===== src/logic/cit_pkg.sv =====
package cit_pkg;

    // Register indices; the byte address is four times the index
    localparam logic [5:0] IDX_H_TOTAL       = 6'h00;
    localparam logic [5:0] IDX_H_DISP        = 6'h01;
    localparam logic [5:0] IDX_H_SYNC_POS    = 6'h02;
    localparam logic [5:0] IDX_SYNC_WIDTH    = 6'h03;
    localparam logic [5:0] IDX_V_TOTAL       = 6'h04;
    localparam logic [5:0] IDX_V_ADJUST      = 6'h05;
    localparam logic [5:0] IDX_V_DISP        = 6'h06;
    localparam logic [5:0] IDX_V_SYNC_POS    = 6'h07;
    localparam logic [5:0] IDX_MODE_CONTROL  = 6'h08;
    localparam logic [5:0] IDX_LINES_PER_ROW = 6'h09;
    localparam logic [5:0] IDX_CURSOR_FIRST  = 6'h0a;
    localparam logic [5:0] IDX_CURSOR_LAST   = 6'h0b;
    localparam logic [5:0] IDX_START_HIGH    = 6'h0c;
    localparam logic [5:0] IDX_START_LOW     = 6'h0d;
    localparam logic [5:0] IDX_CURSOR_HIGH   = 6'h0e;
    localparam logic [5:0] IDX_CURSOR_LOW    = 6'h0f;
    localparam logic [5:0] IDX_PEN_HIGH      = 6'h10;
    localparam logic [5:0] IDX_PEN_LOW       = 6'h11;
    localparam logic [5:0] IDX_UPDATE_HIGH   = 6'h12;
    localparam logic [5:0] IDX_UPDATE_LOW    = 6'h13;
    localparam logic [5:0] IDX_UPDATE_TRIG   = 6'h1f;
    localparam logic [5:0] IDX_STATUS        = 6'h20;

    // Mode control field positions
    localparam int MODE_INTERLACE = 0;
    localparam int MODE_VIDEO     = 1;
    localparam int MODE_ROWCOL    = 2;
    localparam int MODE_TRANSP    = 3;
    localparam int MODE_DE_SKEW   = 4;
    localparam int MODE_CUR_SKEW  = 5;

    // Status field positions
    localparam int STAT_FIELD     = 0;
    localparam int STAT_VBLANK    = 5;
    localparam int STAT_PEN_FULL  = 6;
    localparam int STAT_UPD_READY = 7;

    // Value after reset of every register, and sync width for a zero
    localparam logic [7:0] REG_RESET  = 8'h00;
    localparam logic [4:0] WIDTH_ZERO = 5'h10;

    // Vertical sequencer states
    typedef enum logic [1:0] {
        V_ROWS = 2'b01,
        V_ADJ  = 2'b10
    } cit_vstate_t;

    // Register bank, twenty bytes
    typedef logic [19:0][7:0] cit_regs_t;

    // Signals toward display memory and monitor
    typedef struct packed {
        logic [13:0] ma;
        logic [4:0]  ra;
        logic        de;
        logic        cursor;
        logic        hsync;
        logic        vsync;
        logic        updStb;
    } cit_video_t;

    // Whole state of the controller
    typedef struct packed {
        cit_regs_t   regs;
        logic [7:0]  hcnt;
        logic [4:0]  ra;
        logic [6:0]  row;
        logic [4:0]  adj;
        cit_vstate_t vst;
        logic        field;
        logic [13:0] rowBase;
        logic [4:0]  hsCnt;
        logic [4:0]  vsCnt;
        logic        deDly;
        logic        curDly;
        logic        penPrev;
        logic        penFull;
        logic        updPend;
        logic        updReady;
        logic [31:0] prdata;
        logic        pready;
        logic        pslverr;
        cit_video_t  vid;
    } cit_state_t;

endpackage


===== src/logic/cit_crt_timing.sv =====
`timescale 1ns/1ps

// What this block does
// - Non-interlaced: one field is one frame
// - Interlaced modes alternate even and odd fields
// - Interlace sync delays vsync half line, odd
// - Sync plus video: even lines even fields
// - Sync plus video: delayed vsync, altered addressing
// - Mode bit 4 skews enable, bit 5 cursor
// - Mode bits 0 and 1 pick scan mode
// - Mode bit 2 picks address register format
// - Zero binary; one row high, column low
// - Mode bit 3 picks shared or transparent
// - Cursor skew delays cursor one character tick
// - Sync width holds horizontal and vertical widths
// - Update pair and trigger only when transparent
// - Cursor line limits may be odd or even
module cit_crt_timing (
    input  wire logic               mclk,
    input  wire logic               rst,
    input  wire logic               psel,
    input  wire logic               penable,
    input  wire logic               pwrite,
    input  wire logic [7:0]         paddr,
    input  wire logic [31:0]        pwdata,
    output      logic [31:0]        prdata,
    output      logic               pready,
    output      logic               pslverr,
    input  wire logic               lightPenIn,
    output      cit_pkg::cit_video_t video
);

    // Registered state and its next value
    cit_pkg::cit_state_t s_q;
    cit_pkg::cit_state_t s_d;

    // Decoded mode and derived timing terms
    logic [7:0]  mode;       // Mode control byte
    logic        ilv;        // Any interlaced mode
    logic        sv;         // Interlace sync plus video
    logic [7:0]  half;       // Half a scan line in ticks
    logic [7:0]  vPoint;     // Tick on which vsync moves
    logic        hEnd;       // Last tick of a line
    logic        rowEnd;     // Last shown line of a row
    logic        lastRow;    // Row equals vertical total
    logic        frameEnd;   // Last tick of the field
    logic        newField;   // Field after this one
    logic [4:0]  raFirst;    // First line of a row
    logic        deRaw;      // Display window before skew
    logic        curHit;     // Cursor before skew
    logic        strobeNow;  // Update slot taken now
    logic [13:0] maRaw;      // Refresh address
    logic [13:0] startAddr;  // Display start
    logic [13:0] curAddr;    // Cursor position
    logic [13:0] updAddr;    // Update address pair
    logic [13:0] updNext;    // Update address plus one
    logic [5:0]  idx;        // Register index from paddr
    logic        hit;        // Index is mapped
    logic        acc;        // Access phase completes
    logic        vblank;     // Outside the displayed rows
    logic [7:0]  rdByte;     // Read data for the index

    // Joins a high and a low byte into a 14-bit address
    function automatic logic [13:0] pair14(
        input logic [7:0] hi,
        input logic [7:0] lo
    );
        pair14 = {hi[5:0], lo};
    endfunction

    // Sync width field; zero stands for sixteen
    function automatic logic [4:0] syncLen(input logic [3:0] w);
        syncLen = (w == 4'h0) ? cit_pkg::WIDTH_ZERO : {1'b0, w};
    endfunction

    // Registers that software may write
    function automatic logic writable(input logic [5:0] i);
        writable = (i <= cit_pkg::IDX_UPDATE_LOW)
                && (i != cit_pkg::IDX_PEN_HIGH)
                && (i != cit_pkg::IDX_PEN_LOW);
    endfunction

    // Outputs come straight from the state flops
    assign prdata  = s_q.prdata;
    assign pready  = s_q.pready;
    assign pslverr = s_q.pslverr;
    assign video   = s_q.vid;

    // Next-state logic for the whole controller
    always_comb begin
        s_d = s_q;
        mode = s_q.regs[cit_pkg::IDX_MODE_CONTROL];
        // Bit 0 interlaces, bit 1 adds video interlace
        ilv = mode[cit_pkg::MODE_INTERLACE];
        sv = ilv && mode[cit_pkg::MODE_VIDEO];
        startAddr = pair14(s_q.regs[cit_pkg::IDX_START_HIGH],
                           s_q.regs[cit_pkg::IDX_START_LOW]);
        curAddr = pair14(s_q.regs[cit_pkg::IDX_CURSOR_HIGH],
                         s_q.regs[cit_pkg::IDX_CURSOR_LOW]);
        updAddr = pair14(s_q.regs[cit_pkg::IDX_UPDATE_HIGH],
                         s_q.regs[cit_pkg::IDX_UPDATE_LOW]);
        updNext = updAddr + 14'h0001;
        half = 8'((9'(s_q.regs[cit_pkg::IDX_H_TOTAL]) + 9'h001) >> 1);
        // Odd interlaced fields move vsync by half a line
        vPoint = (ilv && s_q.field) ? half : 8'h00;
        hEnd = (s_q.hcnt == s_q.regs[cit_pkg::IDX_H_TOTAL]);
        // Video interlace steps lines by two from the field
        raFirst = sv ? {4'h0, s_q.field} : 5'h00;
        rowEnd = (6'(s_q.ra) + (sv ? 6'h02 : 6'h01))
               > {1'b0, s_q.regs[cit_pkg::IDX_LINES_PER_ROW][4:0]};
        lastRow = (s_q.row == s_q.regs[cit_pkg::IDX_V_TOTAL][6:0]);
        // Frame ends on last row, or after the adjust lines
        frameEnd = hEnd && (
            (s_q.vst == cit_pkg::V_ROWS && rowEnd && lastRow
             && s_q.regs[cit_pkg::IDX_V_ADJUST][4:0] == 5'h00)
            || (s_q.vst == cit_pkg::V_ADJ
             && 5'(s_q.adj + 5'h01)
                == s_q.regs[cit_pkg::IDX_V_ADJUST][4:0]));
        // Non-interlaced keeps field zero: field equals frame
        newField = ilv && !s_q.field;
        vblank = (s_q.vst == cit_pkg::V_ADJ)
              || (s_q.row >= s_q.regs[cit_pkg::IDX_V_DISP][6:0]);
        deRaw = !vblank
             && (s_q.hcnt < s_q.regs[cit_pkg::IDX_H_DISP]);
        // Row/column forms {row, column}; binary runs linear
        if (mode[cit_pkg::MODE_ROWCOL]) begin
            maRaw = {s_q.row[5:0], s_q.hcnt} + startAddr;
        end else begin
            maRaw = s_q.rowBase + {6'h00, s_q.hcnt};
        end
        // Any line limits match, odd or even
        curHit = deRaw && (maRaw == curAddr)
              && (s_q.ra >= s_q.regs[cit_pkg::IDX_CURSOR_FIRST][4:0])
              && (s_q.ra <= s_q.regs[cit_pkg::IDX_CURSOR_LAST][4:0]);

        // Character counter
        s_d.hcnt = hEnd ? 8'h00 : 8'(s_q.hcnt + 8'h01);

        // Line, row and adjust sequencing at end of line
        if (hEnd) begin
            case (s_q.vst)
                cit_pkg::V_ROWS: begin
                    if (rowEnd) begin
                        s_d.ra = raFirst;
                        s_d.rowBase = s_q.rowBase + 14'(
                            s_q.regs[cit_pkg::IDX_H_DISP]);
                        s_d.row = 7'(s_q.row + 7'h01);
                        if (lastRow) begin
                            s_d.vst = cit_pkg::V_ADJ;
                            s_d.adj = 5'h00;
                        end
                    end else begin
                        // Two lines a step when video interlaces
                        s_d.ra = 5'(s_q.ra + (sv ? 5'h02 : 5'h01));
                    end
                end
                cit_pkg::V_ADJ: begin
                    // Extra scan lines after the last row
                    s_d.adj = 5'(s_q.adj + 5'h01);
                end
                default: begin
                    // Lost one-hot code: back to the row state
                    s_d.vst = cit_pkg::V_ROWS;
                end
            endcase
            if (frameEnd) begin
                s_d.vst = cit_pkg::V_ROWS;
                s_d.row = 7'h00;
                s_d.field = newField;
                s_d.ra = sv ? {4'h0, newField} : 5'h00;
                s_d.rowBase = startAddr;
            end
        end

        // Horizontal sync, low nibble of sync width
        if (s_q.hsCnt != 5'h00) begin
            s_d.hsCnt = 5'(s_q.hsCnt - 5'h01);
        end
        if (s_q.hcnt == s_q.regs[cit_pkg::IDX_H_SYNC_POS]) begin
            s_d.hsCnt = syncLen(
                s_q.regs[cit_pkg::IDX_SYNC_WIDTH][3:0]);
        end

        // Vertical sync counts lines, high nibble of width
        if (s_q.hcnt == vPoint) begin
            if (s_q.vsCnt != 5'h00) begin
                s_d.vsCnt = 5'(s_q.vsCnt - 5'h01);
            end else if (s_q.vst == cit_pkg::V_ROWS
                    && s_q.row == s_q.regs[cit_pkg::IDX_V_SYNC_POS][6:0]
                    && s_q.ra == raFirst) begin
                s_d.vsCnt = syncLen(
                    s_q.regs[cit_pkg::IDX_SYNC_WIDTH][7:4]);
            end
        end

        // Video outputs; skew adds one tick of delay
        s_d.deDly = deRaw;
        s_d.curDly = curHit;
        s_d.vid.de = mode[cit_pkg::MODE_DE_SKEW]
                   ? s_q.deDly : deRaw;
        s_d.vid.cursor = mode[cit_pkg::MODE_CUR_SKEW]
                       ? s_q.curDly : curHit;
        s_d.vid.hsync = (s_d.hsCnt != 5'h00);
        s_d.vid.vsync = (s_d.vsCnt != 5'h00);
        s_d.vid.ra = s_q.ra;
        s_d.vid.ma = maRaw;
        s_d.vid.updStb = 1'b0;

        // Transparent update slot: only while blanked
        strobeNow = mode[cit_pkg::MODE_TRANSP]
                 && s_q.updPend && !deRaw;
        if (strobeNow) begin
            s_d.vid.ma = updAddr;
            s_d.vid.updStb = 1'b1;
            s_d.updPend = 1'b0;
            s_d.updReady = 1'b1;
            s_d.regs[cit_pkg::IDX_UPDATE_HIGH] = {2'b00, updNext[13:8]};
            s_d.regs[cit_pkg::IDX_UPDATE_LOW] = updNext[7:0];
        end

        // Register read data, write-only ones read zero
        idx = paddr[7:2];
        hit = (paddr[1:0] == 2'b00)
           && (idx <= cit_pkg::IDX_UPDATE_LOW
               || idx == cit_pkg::IDX_UPDATE_TRIG
               || idx == cit_pkg::IDX_STATUS);
        case (idx)
            cit_pkg::IDX_MODE_CONTROL,
            cit_pkg::IDX_CURSOR_HIGH, cit_pkg::IDX_CURSOR_LOW,
            cit_pkg::IDX_PEN_HIGH, cit_pkg::IDX_PEN_LOW,
            cit_pkg::IDX_UPDATE_HIGH, cit_pkg::IDX_UPDATE_LOW: begin
                rdByte = s_q.regs[idx[4:0]];
            end
            cit_pkg::IDX_STATUS: begin
                rdByte = 8'h00;
                rdByte[cit_pkg::STAT_FIELD] = s_q.field;
                rdByte[cit_pkg::STAT_VBLANK] = vblank;
                rdByte[cit_pkg::STAT_PEN_FULL] = s_q.penFull;
                rdByte[cit_pkg::STAT_UPD_READY] = s_q.updReady;
            end
            default: begin
                rdByte = 8'h00;
            end
        endcase

        // APB slave: answer one cycle after setup
        s_d.pready = psel && !penable;
        s_d.pslverr = psel && !penable && !hit;
        if (psel && !penable) begin
            s_d.prdata = {24'h000000, rdByte};
        end
        acc = psel && penable && s_q.pready && !s_q.pslverr;
        if (acc && pwrite && writable(idx)) begin
            // Software write beats a same-tick increment
            s_d.regs[idx[4:0]] = pwdata[7:0];
        end
        // Trigger touch only counts when transparent
        if (acc && idx == cit_pkg::IDX_UPDATE_TRIG
            && mode[cit_pkg::MODE_TRANSP]) begin
            s_d.updPend = 1'b1;
            if (!strobeNow) begin
                s_d.updReady = 1'b0;
            end
        end
        if (acc && !pwrite && (idx == cit_pkg::IDX_PEN_HIGH
                            || idx == cit_pkg::IDX_PEN_LOW)) begin
            s_d.penFull = 1'b0;
        end

        // Light pen rising edge captures the address; set wins
        s_d.penPrev = lightPenIn;
        if (lightPenIn && !s_q.penPrev) begin
            s_d.regs[cit_pkg::IDX_PEN_HIGH] = {2'b00, maRaw[13:8]};
            s_d.regs[cit_pkg::IDX_PEN_LOW] = maRaw[7:0];
            s_d.penFull = 1'b1;
        end
    end

    // State register; the sequencer restarts in its row state
    always_ff @(posedge mclk or posedge rst) begin
        if (rst) begin
            s_q <= '0;
            s_q.vst <= cit_pkg::V_ROWS;
        end else begin
            s_q <= s_d;
        end
    end
endmodule


===== config.mk =====
export PLATFORM = sky130hd
export DESIGN_NAME = cit_crt_timing
export DESIGN_NICKNAME = d
export VERILOG_FILES = /design/src/logic/cit_pkg.sv /design/src/logic/cit_crt_timing.sv
export SDC_FILE = /design/constraint.sdc
export NUM_CORES = 1
export LEC_CHECK = 0
export BUFFER_PORTS_ARGS = -buffer_cell sky130_fd_sc_hd__buf_2
export CELL_PAD_IN_SITES_DETAIL_PLACEMENT = 0
export CELL_PAD_IN_SITES_GLOBAL_PLACEMENT = 1
export CORE_MARGIN = 10
export CORE_UTILIZATION = 44
export DETAILED_ROUTE_END_ITERATION = 7
export PLACE_DENSITY = 0.82
export SLEW_MARGIN = 30
export SYNTH_ARGS = -nofsm -noshare
export SYNTH_HDL_FRONTEND = slang
export SYNTH_SLANG_ARGS = --single-unit

===== constraint.sdc =====
create_clock -name mclk -period 7.6 [get_ports mclk]
set_input_delay 0.38 -clock mclk [delete_from_list [all_inputs] [get_ports mclk]]
set_output_delay 0.38 -clock mclk [all_outputs]
set_load 0.005 [all_outputs]

Yosys cells after proc, flatten, opt, wreduce, memory -nomap -nowiden

Cells that the tools add are included.

Mux-type cells: 42
Reduce and logical (&&, ||, !) cells: 65
Equal/unequal tests: 26
Add/sub/neg operators: 12
Order comparisons: 8

Operator list:

| kind                    | count |
|---|---|
| $bwmux W160             | 1 |
| $mux W160               | 1 |
| $mux W14                | 5 |
| $bmux W8 S5             | 1 |
| $demux W8 S5            | 1 |
| $mux W5                 | 8 |
| $logic_and A1 B1 Y1     | 32 |
| $mux W16                | 2 |
| $mux W8                 | 4 |
| $eq A6 B5 Y1 const B    | 5 |
| $add A14 B8 Y14         | 2 |
| $eq A8 B8 Y1            | 3 |
| $mux W12                | 2 |
| $reduce_bool A5 Y1      | 4 |
| $eq A6 B4 Y1 const B    | 3 |
| $mux W17                | 1 |
| $pmux W8 S2             | 1 |
| $add A14 B1 Y14 const B | 1 |
| $add A14 B14 Y14        | 1 |
| $eq A14 B14 Y1          | 1 |
| $eq A7 B7 Y1            | 2 |
| $ne A6 B5 Y1 const B    | 2 |
| $reduce_bool A2 Y1      | 6 |
| $pmux W5 S2             | 1 |
| 35 further kinds        | 63 |

Input bits: 46
Logic and storage cells: 198
Flip-flop bits (word level): 252

Logic depth before layout (Yosys ltp)

Gate-level depths: netlist of run 1.

Word-level depth: 11
Mapped depth: 17
Gate-level depth less buffers: 14

Worst setup path before layout of run 1

No wires, ideal clock.

Kind: flip-flop to flip-flop
From: register s_q, in the netlist mode[0]
To: register s_q[84] in the netlist's numbering
Clock period less this slack: 3.271 ns
Slack: 4.329 ns
Stages on the path, launching flop included: 18
Library setup time: 0.087 ns
Arrival: 3.185 ns
Cell sequence: dfrtp_1 -> buf_4 -> nand2_1 -> ha_1 -> ha_1 -> a31oi_1 -> xnor2_1 -> ha_1 -> o21a_1 -> o21a_1 -> o21a_1 -> o22ai_1 -> a21o_1 -> and2_1 -> clkbuf_1 -> clkbuf_1 -> o21ai_0 -> o211ai_1

Longest elaborated chain between the ends: 11

Ends and longest elaborated chain:

| element                             | line                  | source |
|---|---|---|
| from (decl)                         | cit_crt_timing.sv:34  | `cit_pkg::cit_state_t s_q;` |
| $logic_and A1 B1 Y1 *               | cit_crt_timing.sv:95  | `sv = ilv && mode[cit_pkg::MODE_VIDEO];` |
| $mux W2 *                           | cit_crt_timing.sv:109 | `rowEnd = (6'(s_q.ra) + (sv ? 6'h02 : 6'h01))` |
| $add A5 B2 Y6 *                     | cit_crt_timing.sv:109 |  |
| $gt A6 B5 Y1 *                      | cit_crt_timing.sv:110 | `> {1'b0, s_q.regs[cit_pkg::IDX_LINES_PER_ROW][4:0]};` |
| $logic_and A1 B1 Y1 (2 in a row)    | cit_crt_timing.sv:114 | `(s_q.vst == cit_pkg::V_ROWS && rowEnd && lastRow` |
| $logic_and A1 B1 Y1                 | cit_crt_timing.sv:115 | `&& s_q.regs[cit_pkg::IDX_V_ADJUST][4:0] == 5'h00)` |
| $logic_or A1 B1 Y1                  | cit_crt_timing.sv:116 | `\|\| (s_q.vst == cit_pkg::V_ADJ` |
| $logic_and A1 B1 Y1                 | cit_crt_timing.sv:113 | `frameEnd = hEnd && (` |
| $reduce_bool A2 Y1 (no source line) | n/a                   |  |
| $reduce_and A3 Y1 (no source line)  | n/a                   |  |

Every way passes the cells marked *; elsewhere a longest branch is shown, timed or not.
A chain may end at the register's enable or synchronous reset.

Worst setup path after layout of run 1

From: register s_q, in the netlist mode[0]
To: register s_q[86] in the netlist's numbering

The elaborated chain is that of the path after synthesis.

==> flow_summary.json, run 1 <==
{
  "critPathSlowestCell": "dfrtp_1",
  "netlist-cell-type-count": 86,
  "synth_area_leader_cell": "dfrtp_1",
  "worst_setup_path_start_kind": "register",
  "rr_worst_depth": 14,
  "insertion_delay_ns": 0.57,
  "clockBufferDepth": 3,
  "hold_ws_ns": 0.0576,
  "worst_pin_slew_ns": 0.940,
  "dieArea_um2": 42800,
  "grt_max_degree": 97,
  "vias": 11379,
  "numCtsBuffers": 28,
  "dr.pass1.iters": 6,
  "critical_path_depth": 14,
  "nNetsFinal": 1609,
  "place_hpwl_um": 29600,
  "dpl.cell_count": 1916,
  "min_period_over_period_pct": 54.0,
  "fillers": 3150,
  "yosys_warnings": 0,
  "ctsHtreeMaxLevel": 1,
  "synthFlopType": "dfrtp_1",
  "avgRoutedWirePerCell_um": 20.9,
  "min_period_ns": 4.10,
  "areaGrowthSynthToFinish_pct": 8.07,
  "grt_pass1_wl_um": 64600,
  "n_antenna_cell": 0,
  "cts_tree": "built",
  "synth_seq_area_share_pct": 40.4,
  "cts.repair.resized": 0,
  "layout-drive-gt1-share_pct": 19.9,
  "setup_viol_count_final": 0,
  "intPower_w": 0.00285,
  "initial_utilization_pct": 44.6,
  "synthTopCellsByArea": "dfrtp_1 40%, mux2_2 9.6%, ha_1 5.5%",
  "ys_seq_elements": 248,
  "p_leak_nw": 7.48,
  "p_clk_share_pct": 32.6,
  "io_pins": 104,
  "finalHoldViolCount": 0,
  "fp.dieW_um": 207,
  "crit_start": "mode[0]",
  "cp.buffers_inverters": 0,
  "cts_sinks": 248,
  "detail-route-antenna-nets": 0,
  "wl_um": 41100,
  "final_max_slew_viol_count": 0,
  "rrSetupSlack_ns": 3.50,
  "timing.rr.start": "mode[0]",
  "ir_drop_v": 0.000205,
  "port_buffers": 55,
  "clockRootBuffer": "clkbuf_16",
  "core_area_um2": 34500,
  "die_y_um": 207,
  "power_density_nw_per_um2": 265,
  "pwr-share-seq_pct": 38.0,
  "clk_pin_slew_worst_paths_ns": 0.06,
  "timing.rr.end": "s_q[86]",
  "hold_path.class": "input port to register",
  "combPwrFrac_pct": 29.3,
  "worstSetupPathType": "register to register",
  "syn_area_per_cell_um2": 10.1,
  "grt.total_usage_pct": 19.1,
  "fin_setup_tns_ns": 0,
  "grt_overflow_total": 0,
  "vias_per_cell": 5.79,
  "layout_common_cells": "247 x dfrtp_1, 131 x mux2_2, 118 x nand2_1, 93 x nor2_1, 79 x o21ai_0",
  "max_slew_margin_pct": 36.6,
  "syn-instance-count": 1521,
  "async_flop_share_pct": 100,
  "max_freq_mhz": 244,
  "cpPeakStageDelay_ns": 0.63,
  "maxCapViolations": 0,
  "outcome": "completed",
  "final_cells": 1966,
  "skew_ns": 0.0363,
  "grt_pass1_vias": 11207,
  "worstPathCellList": "nand2_1, ha_1, ha_1, a31oi_1, xnor2_1, ha_1, o21a_1, o21a_1, o21a_1, o22ai_1, a21o_1, nand2_1, a311o_1, o211ai_1",
  "netSwitchingFraction_pct": 35.2,
  "dr.first_iter.drc_count": 978,
  "drc": 0,
  "synth_top_area_share_pct": 40.2,
  "cp.required_ns": 8.05,
  "endpoint": "s_q[86]",
  "rsz0062_at_grt": "false",
  "post-route-util_pct": 48.2,
  "rows": 68,
  "synth_edf_count": 0,
  "crit_fanout": 21,
  "antenna_found_initial": 0,
  "switchingPower_w": 0.00155,
  "gp_congestion": 0.895,
  "finalPower_w": 0.00440,
  "critical-path-top-delay-family": "compound AO/OA/AOI/OAI gates",
  "cp-end-kind": "register",
  "layout_commonest_cell": "dfrtp_1",
  "crit_arrival_ns": 4.56,
  "netlist_area_um2": 15400
}
## power groups by stage
stage | clock network (W) | logic [W] | registers [W]
finish | 0.00144 | 0.00129 | 0.00168
global placement | 0 | 0.00125 | 0.00169
floorplan | 0 | 0.00103 | 0.00160
detailed placement | 0 | 0.00128 | 0.00170
CTS | 0.00146 | 0.00129 | 0.00167
global route | 0.00152 | 0.00144 | 0.00169
## kinds of logic after synthesis
group                    after synthesis  share of synthesized area, %
adder cells (fa/ha/maj)               70                          5.85
buffers and inverters                213                          6.77
AND/OR/NAND/NOR                      425                          13.7
XOR/XNOR                             108                          6.16
AO/OA/AOI/OAI                        275                          11.3
flip-flops                           248                          40.4
other                                  1                        0.0244
multiplexers                         181                          15.7
## worst min path at each step
stage                     startpoint        to  slack (ns)  cells past startpoint
after floorplan               s_d[5]  video[5]        0.40                      0
after global placement       s_q[63]  video[4]        0.44                      2
after detailed placement      s_d[5]  video[5]        0.43                      0
after CTS                   paddr[0]   pslverr        0.05                      3
after global routing        paddr[0]   pslverr        0.08                      3
final                       paddr[0]   pslverr        0.06                      3
## per-layer routing
| layer | vias to the layer above | share of wire, % | track usage (%) |
|---|---|---|---|
| met5 | - | 0 | 0 |
| met4 | 0 | 2.4 | 5.10 |
| met3 | 58 | 6.1 | 2.43 |
| met2 | 339 | 48 | 31.7 |
| met1 | 5690 | 43 | 25.7 |
| li1 | 5292 | - | - |
## what timing repair did
action / 4_1_cts / 5_1_grt
setup endpoints to repair: 0 / 0
endpoints found under the hold margin: 72 / 0
buffers inserted: 0 / 0
hold buffers: 2 / 0
## synth_stat cells (5+ instances only)
| cell type | count |
|---|---|
| o31ai_1 | 11 |
| mux2i_1 | 15 |
| and3_1 | 13 |
| or3_1 | 13 |
| nor3_1 | 27 |
| o21ai_1 | 8 |
| ha_1 | 67 |
| buf_1 | 15 |
| nand2_1 | 118 |
| xor2_1 | 49 |
| nor2b_1 | 15 |
| a22o_1 | 6 |
| nor4_1 | 10 |
| mux4_2 | 35 |
| nor3b_1 | 8 |
| a31oi_1 | 5 |
| and2_1 | 10 |
| o211ai_1 | 8 |
| nand2b_1 | 13 |
| o311ai_1 | 5 |
| xnor2_1 | 59 |
| clkbuf_1 | 60 |
| mux2_2 | 131 |
| a21o_1 | 7 |
| nand4_1 | 20 |
| dfrtp_1 | 247 |
| inv_1 | 64 |
| o21ai_0 | 79 |
| nand3b_1 | 5 |
| a21oi_1 | 71 |
| o21a_1 | 7 |
| buf_2 | 15 |
| a211oi_1 | 15 |
| buf_4 | 57 |
| nor2_1 | 93 |
| nand3_1 | 55 |
## state kept, by name (all words and copies together), names as in the netlist
signal and cells:
mode 8, pslverr 1, prdata 8, s_q 187
video 24, curAddr 14, s_d 5, pready 1
## worst min-delay path, delay by kind of cell
family / cells / cell delay [ns]
AND/OR/NAND/NOR: 2 / 0.12
buffers and inverters: 1 / 0.09
## final cells by class
type | instances | area [µm²] | area share (%)
well taps | 455 | 569 | 3.43
inverters | 65 | 251 | 1.52
multi-input cells | 1083 | 8200 | 49.4
clock inverters | 13 | 205 | 1.24
flip-flops and latches | 248 | 6210 | 37.4
clock buffers | 35 | 787 | 4.74
repair buffers | 67 | 378 | 2.28
## metrics by stage
| step | setup slack [ns] | instance area (µm²) |
|---|---|---|
| global route | 3.22 | 16600 |
| global placement | 3.44 | 15600 |
| floorplan | 0.407 | 15400 |
| finish | 3.50 | 16600 |
| CTS | 3.35 | 16600 |
| detailed placement | 3.40 | 15600 |
No activity file was read; power rests on OpenSTA's default activity.
==> inputs of run 2 (changes only) <==
--- a/config.mk
+++ b/config.mk
@@ -5,13 +5,14 @@
 export SDC_FILE = /design/constraint.sdc
 export NUM_CORES = 1
 export LEC_CHECK = 0
+export ABC_AREA = 1
 export BUFFER_PORTS_ARGS = -buffer_cell sky130_fd_sc_hd__buf_2
 export CELL_PAD_IN_SITES_DETAIL_PLACEMENT = 0
 export CELL_PAD_IN_SITES_GLOBAL_PLACEMENT = 1
 export CORE_MARGIN = 10
-export CORE_UTILIZATION = 44
+export CORE_UTILIZATION = 46
 export DETAILED_ROUTE_END_ITERATION = 7
-export PLACE_DENSITY = 0.82
+export PLACE_DENSITY = 0.86
 export SLEW_MARGIN = 30
 export SYNTH_ARGS = -nofsm -noshare
 export SYNTH_HDL_FRONTEND = slang
==> constraint.sdc (replaced) <==
create_clock -name mclk -period 4 [get_ports mclk]
set_input_delay 0.2 -clock mclk [delete_from_list [all_inputs] [get_ports mclk]]
set_output_delay 0.2 -clock mclk [all_outputs]
set_load 0.005 [all_outputs]
==> flow_summary.json, run 2 <==
{
  "port_buffers": 55,
  "syn-instance-count": 2139,
  "cpPeakStageDelay_ns": 0.61,
  "grt_pass1_wl_um": 79700,
  "cp.required_ns": 4.41,
  "syn_area_per_cell_um2": 7.50,
  "place_hpwl_um": 37600,
  "ys_seq_elements": 252,
  "finalPower_w": 0.00931,
  "critical-path-top-delay-family": "simple AND/OR/NAND/NOR gates",
  "largest_register_ffs": 191,
  "cts_sinks": 252,
  "cts_tree": "built",
  "drc": 0,
  "synthTopCellsByArea": "dfrtp_1 39%, nand2_1 13%, o21ai_0 7.7%",
  "grt.total_usage_pct": 23.8,
  "min_period_over_period_pct": 89.1,
  "maxCapViolations": 0,
  "max_slew_margin_pct": 32.6,
  "fp.dieW_um": 207,
  "cts.repair.resized": 0,
  "wl_um": 51000,
  "outcome": "completed",
  "initial_utilization_pct": 46.6,
  "min_period_ns": 3.57,
  "grt_overflow_total": 0,
  "critical_path_depth": 18,
  "layout_commonest_cell": "nand2_1",
  "max_freq_mhz": 280,
  "crit_arrival_ns": 3.98,
  "endpoint": "s_q[85]",
  "dr.pass1.iters": 6,
  "io_pins": 104,
  "top_register": "s_q",
  "power_density_nw_per_um2": 534,
  "final_max_slew_viol_count": 0,
  "nNetsFinal": 2265,
  "crit_fanout": 26,
  "grt_pass1_vias": 14007,
  "synthFlopType": "dfrtp_1",
  "areaGrowthSynthToFinish_pct": 8.65,
  "netlist_area_um2": 16000,
  "worstPathCellList": "xor2_1, inv_1, ha_1, a31o_2, nand3_1, xor2_1, ha_1, and3_1, o21ai_0, nand3b_1, nand2_1, nand2_1, nand3_2, nand2_2, nand2_4, inv_2, o211ai_1, o21ai_0",
  "synth_top_area_share_pct": 39.2,
  "core_area_um2": 34500,
  "synth_edf_count": 0,
  "n_antenna_cell": 0,
  "gp_congestion": 0.970,
  "rows": 68,
  "cp.buffers_inverters": 2,
  "numCtsBuffers": 29,
  "clk_pin_slew_worst_paths_ns": 0.06,
  "finalHoldViolCount": 0,
  "ir_drop_v": 0.000344,
  "synth_commonest_cells": "552 x nand2_1, 251 x dfrtp_1, 248 x o21ai_0",
  "ctsHtreeMaxLevel": 1,
  "p_leak_nw": 8.43,
  "layout-drive-gt1-share_pct": 8.34,
  "hold_path.class": "input port to register",
  "timing.rr.start": "s_d[6]",
  "dr.first_iter.drc_count": 1334,
  "insertion_delay_ns": 0.57,
  "place_area_um2": 16300,
  "fin_setup_tns_ns": 0,
  "avgRoutedWirePerCell_um": 19.4,
  "cp-end-kind": "register",
  "synth_area_leader_cell": "dfrtp_1",
  "antenna_found_initial": 0,
  "rrSetupSlack_ns": 0.43,
  "worst_pin_slew_ns": 1.01,
  "clockRootBuffer": "clkbuf_16",
  "synth_seq_area_share_pct": 39.3,
  "critPathSlowestCell": "dfrtp_1",
  "clockBufferDepth": 3,
  "vias_per_cell": 5.57,
  "netlist-cell-type-count": 61,
  "yosys_warnings": 0,
  "dieArea_um2": 42700,
  "worstSetupPathType": "register to register",
  "rr_worst_depth": 18,
  "async_flop_share_pct": 100,
  "worst_setup_path_start_kind": "register",
  "die_y_um": 207,
  "yosysMostFrequentCell": "nand2_1",
  "crit_start": "s_d[6]",
  "grt_max_degree": 106,
  "fin_area_um2": 17400,
  "timing.rr.end": "s_q[85]",
  "rsz0062_at_grt": "false",
  "skew_ns": 0.0313,
  "setup_viol_count_final": 0,
  "detail-route-antenna-nets": 0,
  "layout_common_cells": "552 x nand2_1, 251 x dfrtp_1, 248 x o21ai_0, 232 x inv_1, 144 x nand3_1",
  "vias": 14604
}
-- run 2: cell types whose count changed after synthesis, moves of 40 or more --
cell / change
clkbuf_1: -40
inv_1: +172
mux2_2: -131
nand2_1: +434
nand3_1: +89
o21ai_0: +169
xnor2_1: -44
-- run 2: per-stage QoR --
step	setup slack, ns	hold slack (ns)	cells	util (%)
6_report	0.434	0.0247	2624	50.6
5_1_grt	0.0781	0.0160	2624	50.6
4_1_cts	0.427	0.0165	2624	50.6
3_5_place_dp	0.466	0.328	2562	47.3
3_3_place_gp	0.579	0.324	2562	47.3
2_1_floorplan	0.485	0.231	2162	-
-- run 2: how the worst min path moves through the flow --
stage / start / to / cells past startpoint
CTS: psel / pready / 3
floorplan: lightPenIn / s_q[61] / 0
finish: psel / pready / 3
global route: pwdata[2] / s_q[262] / 3
detailed placement: lightPenIn / s_q[61] / 1
global placement: lightPenIn / s_q[61] / 1
-- run 2: cell type report --
cell class | count | area [µm²]
clock buffer | 39 | 853
clock inverter | 12 | 168
fill | 3351 | 17000
inverter | 254 | 966
multi-input combinational | 1531 | 8040
sequential | 252 | 6310
tap | 455 | 569
timing repair buffer | 81 | 523
-- run 2: kinds of logic (layout without fill, tap and decap cells) --
logic type	Yosys count	in the layout	synth area share [%]
and+or+nand+nor	952	952	26.2
buffers and inverters	379	386	11.1
xor gates and xnor gates	50	50	2.73
AOI/OAI and AO/OA	435	435	15.0
adders and majority gates	70	70	5.60
other	1	24	0.0234
DFF	252	252	39.3
-- run 2: where the power goes --
group          leakage, nW  switching [W]  internal, W  total, W
Combinational         4.56        0.00215      0.00106   0.00321
Sequential            3.35       0.000362      0.00289   0.00325
Clock                0.512        0.00111      0.00174   0.00285
-- run 2: worst reg2reg max path, stage by stage (launching register included) --
cell and delay, ns:
dfrtp_1 0.61, xor2_1 0.21, inv_1 0.06, ha_1 0.19
a31o_2 0.23, nand3_1 0.08, xor2_1 0.22, ha_1 0.28
and3_1 0.18, o21ai_0 0.08, nand3b_1 0.09, nand2_1 0.06
nand2_1 0.10, nand3_2 0.10, nand2_2 0.07, nand2_4 0.24
inv_2 0.26, o211ai_1 0.24, o21ai_0 0.10
-- run 2: routing by layer --
layer	part of all wire (%)	wire length, µm	global-route usage, %	vias to the layer above
met5	0	0	0	-
met4	3.0	1530	7.14	0
met3	7.7	3950	3.65	95
met2	46	23500	38.9	529
met1	43	22000	31.9	6927
li1	-	-	-	7053
-- run 2: timing repair --
action | in CTS | in global routing
setup buffers | 0 | 0
endpoints found under the hold margin | 47 | 0
hold buffers | 11 | 0
==> inputs of run 3 (changes only) <==
--- a/config.mk
+++ b/config.mk
@@ -10,9 +10,9 @@
 export CELL_PAD_IN_SITES_DETAIL_PLACEMENT = 0
 export CELL_PAD_IN_SITES_GLOBAL_PLACEMENT = 1
 export CORE_MARGIN = 10
-export CORE_UTILIZATION = 46
+export CORE_UTILIZATION = 49
 export DETAILED_ROUTE_END_ITERATION = 7
-export PLACE_DENSITY = 0.86
+export PLACE_DENSITY = 0.91
 export SLEW_MARGIN = 30
 export SYNTH_ARGS = -nofsm -noshare
 export SYNTH_HDL_FRONTEND = slang
==> constraint.sdc (replaced) <==
create_clock -name mclk -period 4.43 [get_ports mclk]
set_input_delay 0.2215 -clock mclk [delete_from_list [all_inputs] [get_ports mclk]]
set_output_delay 0.2215 -clock mclk [all_outputs]
set_load 0.005 [all_outputs]
==> flow_summary.json, run 3 (same netlist as run 2, synthesis figures left out) <==
{
  "nNetsFinal": 2263,
  "detail-route-antenna-nets": 0,
  "worst_setup_path_start_kind": "register",
  "maxCapViolations": 0,
  "rows": 66,
  "skew_ns": 0.0263,
  "dr.first_iter.drc_count": 1417,
  "drc": 0,
  "layout_common_cells": "552 x nand2_1, 251 x dfrtp_1, 248 x o21ai_0, 232 x inv_1, 144 x nand3_1",
  "wl_um": 50200,
  "crit_start": "s_d[6]",
  "min_from": "psel",
  "layout_commonest_cell": "nand2_1",
  "cts_sinks": 252,
  "layout-drive-gt1-share_pct": 8.03,
  "core_area_um2": 32500,
  "grt_pass1_wl_um": 78000,
  "largest_register_ffs": 191,
  "max_slew_margin_pct": 31.4,
  "avgRoutedWirePerCell_um": 19.2,
  "cp.required_ns": 4.83,
  "dieArea_um2": 40400,
  "io_pins": 104,
  "hold_buffers": 12,
  "multi_input_area_um2": 8040,
  "fp.dieW_um": 201,
  "place_hpwl_um": 36900,
  "final_max_slew_viol_count": 0,
  "cts.repair.resized": 0,
  "dpl.cell_count": 2546,
  "cp-end-kind": "register",
  "areaGrowthSynthToFinish_pct": 8.24,
  "cts_tree": "built",
  "clockRootBuffer": "clkbuf_16",
  "numCtsBuffers": 29,
  "clockBufferDepth": 3,
  "outcome": "completed",
  "worstSetupPathType": "register to register",
  "dr.pass1.iters": 6,
  "insertion_delay_ns": 0.56,
  "vias": 14646,
  "fin_setup_tns_ns": 0,
  "worst_pin_slew_ns": 1.02,
  "timing.rr.start": "s_d[6]",
  "ctsHtreeMaxLevel": 1,
  "grt.total_usage_pct": 24.1,
  "initial_utilization_pct": 49.4,
  "gp_congestion": 0.940,
  "antenna_found_initial": 0,
  "cts_setup_buffers": 0,
  "final_cells": 2610,
  "ir_drop_v": 0.000256,
  "p_leak_nw": 8.39,
  "power_density_nw_per_um2": 477,
  "setup_viol_count_final": 0,
  "rsz0062_at_grt": "false",
  "port_buffers": 55,
  "rr_worst_depth": 18,
  "crit_fanout": 26,
  "min_period_ns": 3.55,
  "hold_path.class": "input port to register",
  "min_period_over_period_pct": 80.2,
  "grt_pass1_vias": 13828,
  "grt_overflow_total": 0,
  "regArea_um2": 6310,
  "die_y_um": 201,
  "clk_pin_slew_worst_paths_ns": 0.06,
  "finalHoldViolCount": 0,
  "vias_per_cell": 5.61,
  "crit_arrival_ns": 3.96,
  "grt_max_degree": 123,
  "top_register": "s_q",
  "fillers": 3146,
  "worstHoldPathCells": 3,
  "max_freq_mhz": 282
}
==> run 3: area by class of cell <==
class / count / area share, %
diodes: 1 / 0.0144
clock buffers: 41 / 4.90
clock inverters: 10 / 0.757
inverters: 254 / 5.56
multi-input cells: 1531 / 46.3
flip-flops and latches: 252 / 36.3
well taps: 442 / 3.19
repair buffers: 79 / 2.94
==> run 3: per-layer routing <==
metal	vias to the layer above	wire [µm]	global-route usage [%]
met5	-	0	0
met3	105	3680	4.02
met4	0	1750	8.30
met2	548	23000	39.0
li1	7047	-	-
met1	6946	21800	31.9
==> run 3: final timing paths <==
check | slack, ns | end
max | 0.88 | s_q[85]
min | 0.03 | pready
max reg2reg | 0.88 | s_q[85]
min reg2reg | 0.47 | video[4]
max in group asynchronous | 2.92 | s_q[80]
min in group asynchronous | 0.38 | video[13]
==> run 3: worst max-delay path: stages, from the launching register on <==
cell and delay (ns):
dfrtp_1 0.62, xor2_1 0.18, inv_1 0.06, ha_1 0.19
a31o_2 0.23, nand3_1 0.08, xor2_1 0.25, ha_1 0.29
and3_1 0.18, nand3_1 0.06, nand2_1 0.05, nand2_1 0.11
nand3_2 0.09, nand2_2 0.10, nand2_4 0.17, inv_2 0.40
nand2_1 0.10, o211ai_1 0.11, o21ai_0 0.10
==> run 3: where the power goes <==
part | internal (W) | total (W) | switching, W | leakage (nW)
clock | 0.00150 | 0.00247 | 0.000972 | 0.486
combinational | 0.000953 | 0.00287 | 0.00192 | 4.55
sequential | 0.00261 | 0.00294 | 0.000334 | 3.35
==> run 3: per-stage QoR <==
step           setup WS [ns]  hold WS [ns]  total power, W  instance area, µm²  utilization, %
2_1_floorplan          0.894         0.253         0.00504               16100               -
3_3_place_gp           0.978         0.345         0.00574               16300            50.1
3_5_place_dp           0.956         0.353         0.00581               16300            50.1
4_1_cts                0.914        0.0208         0.00829               17400            53.5
5_1_grt                0.559        0.0438         0.00881               17400            53.5
6_report               0.879        0.0319         0.00828               17400            53.5
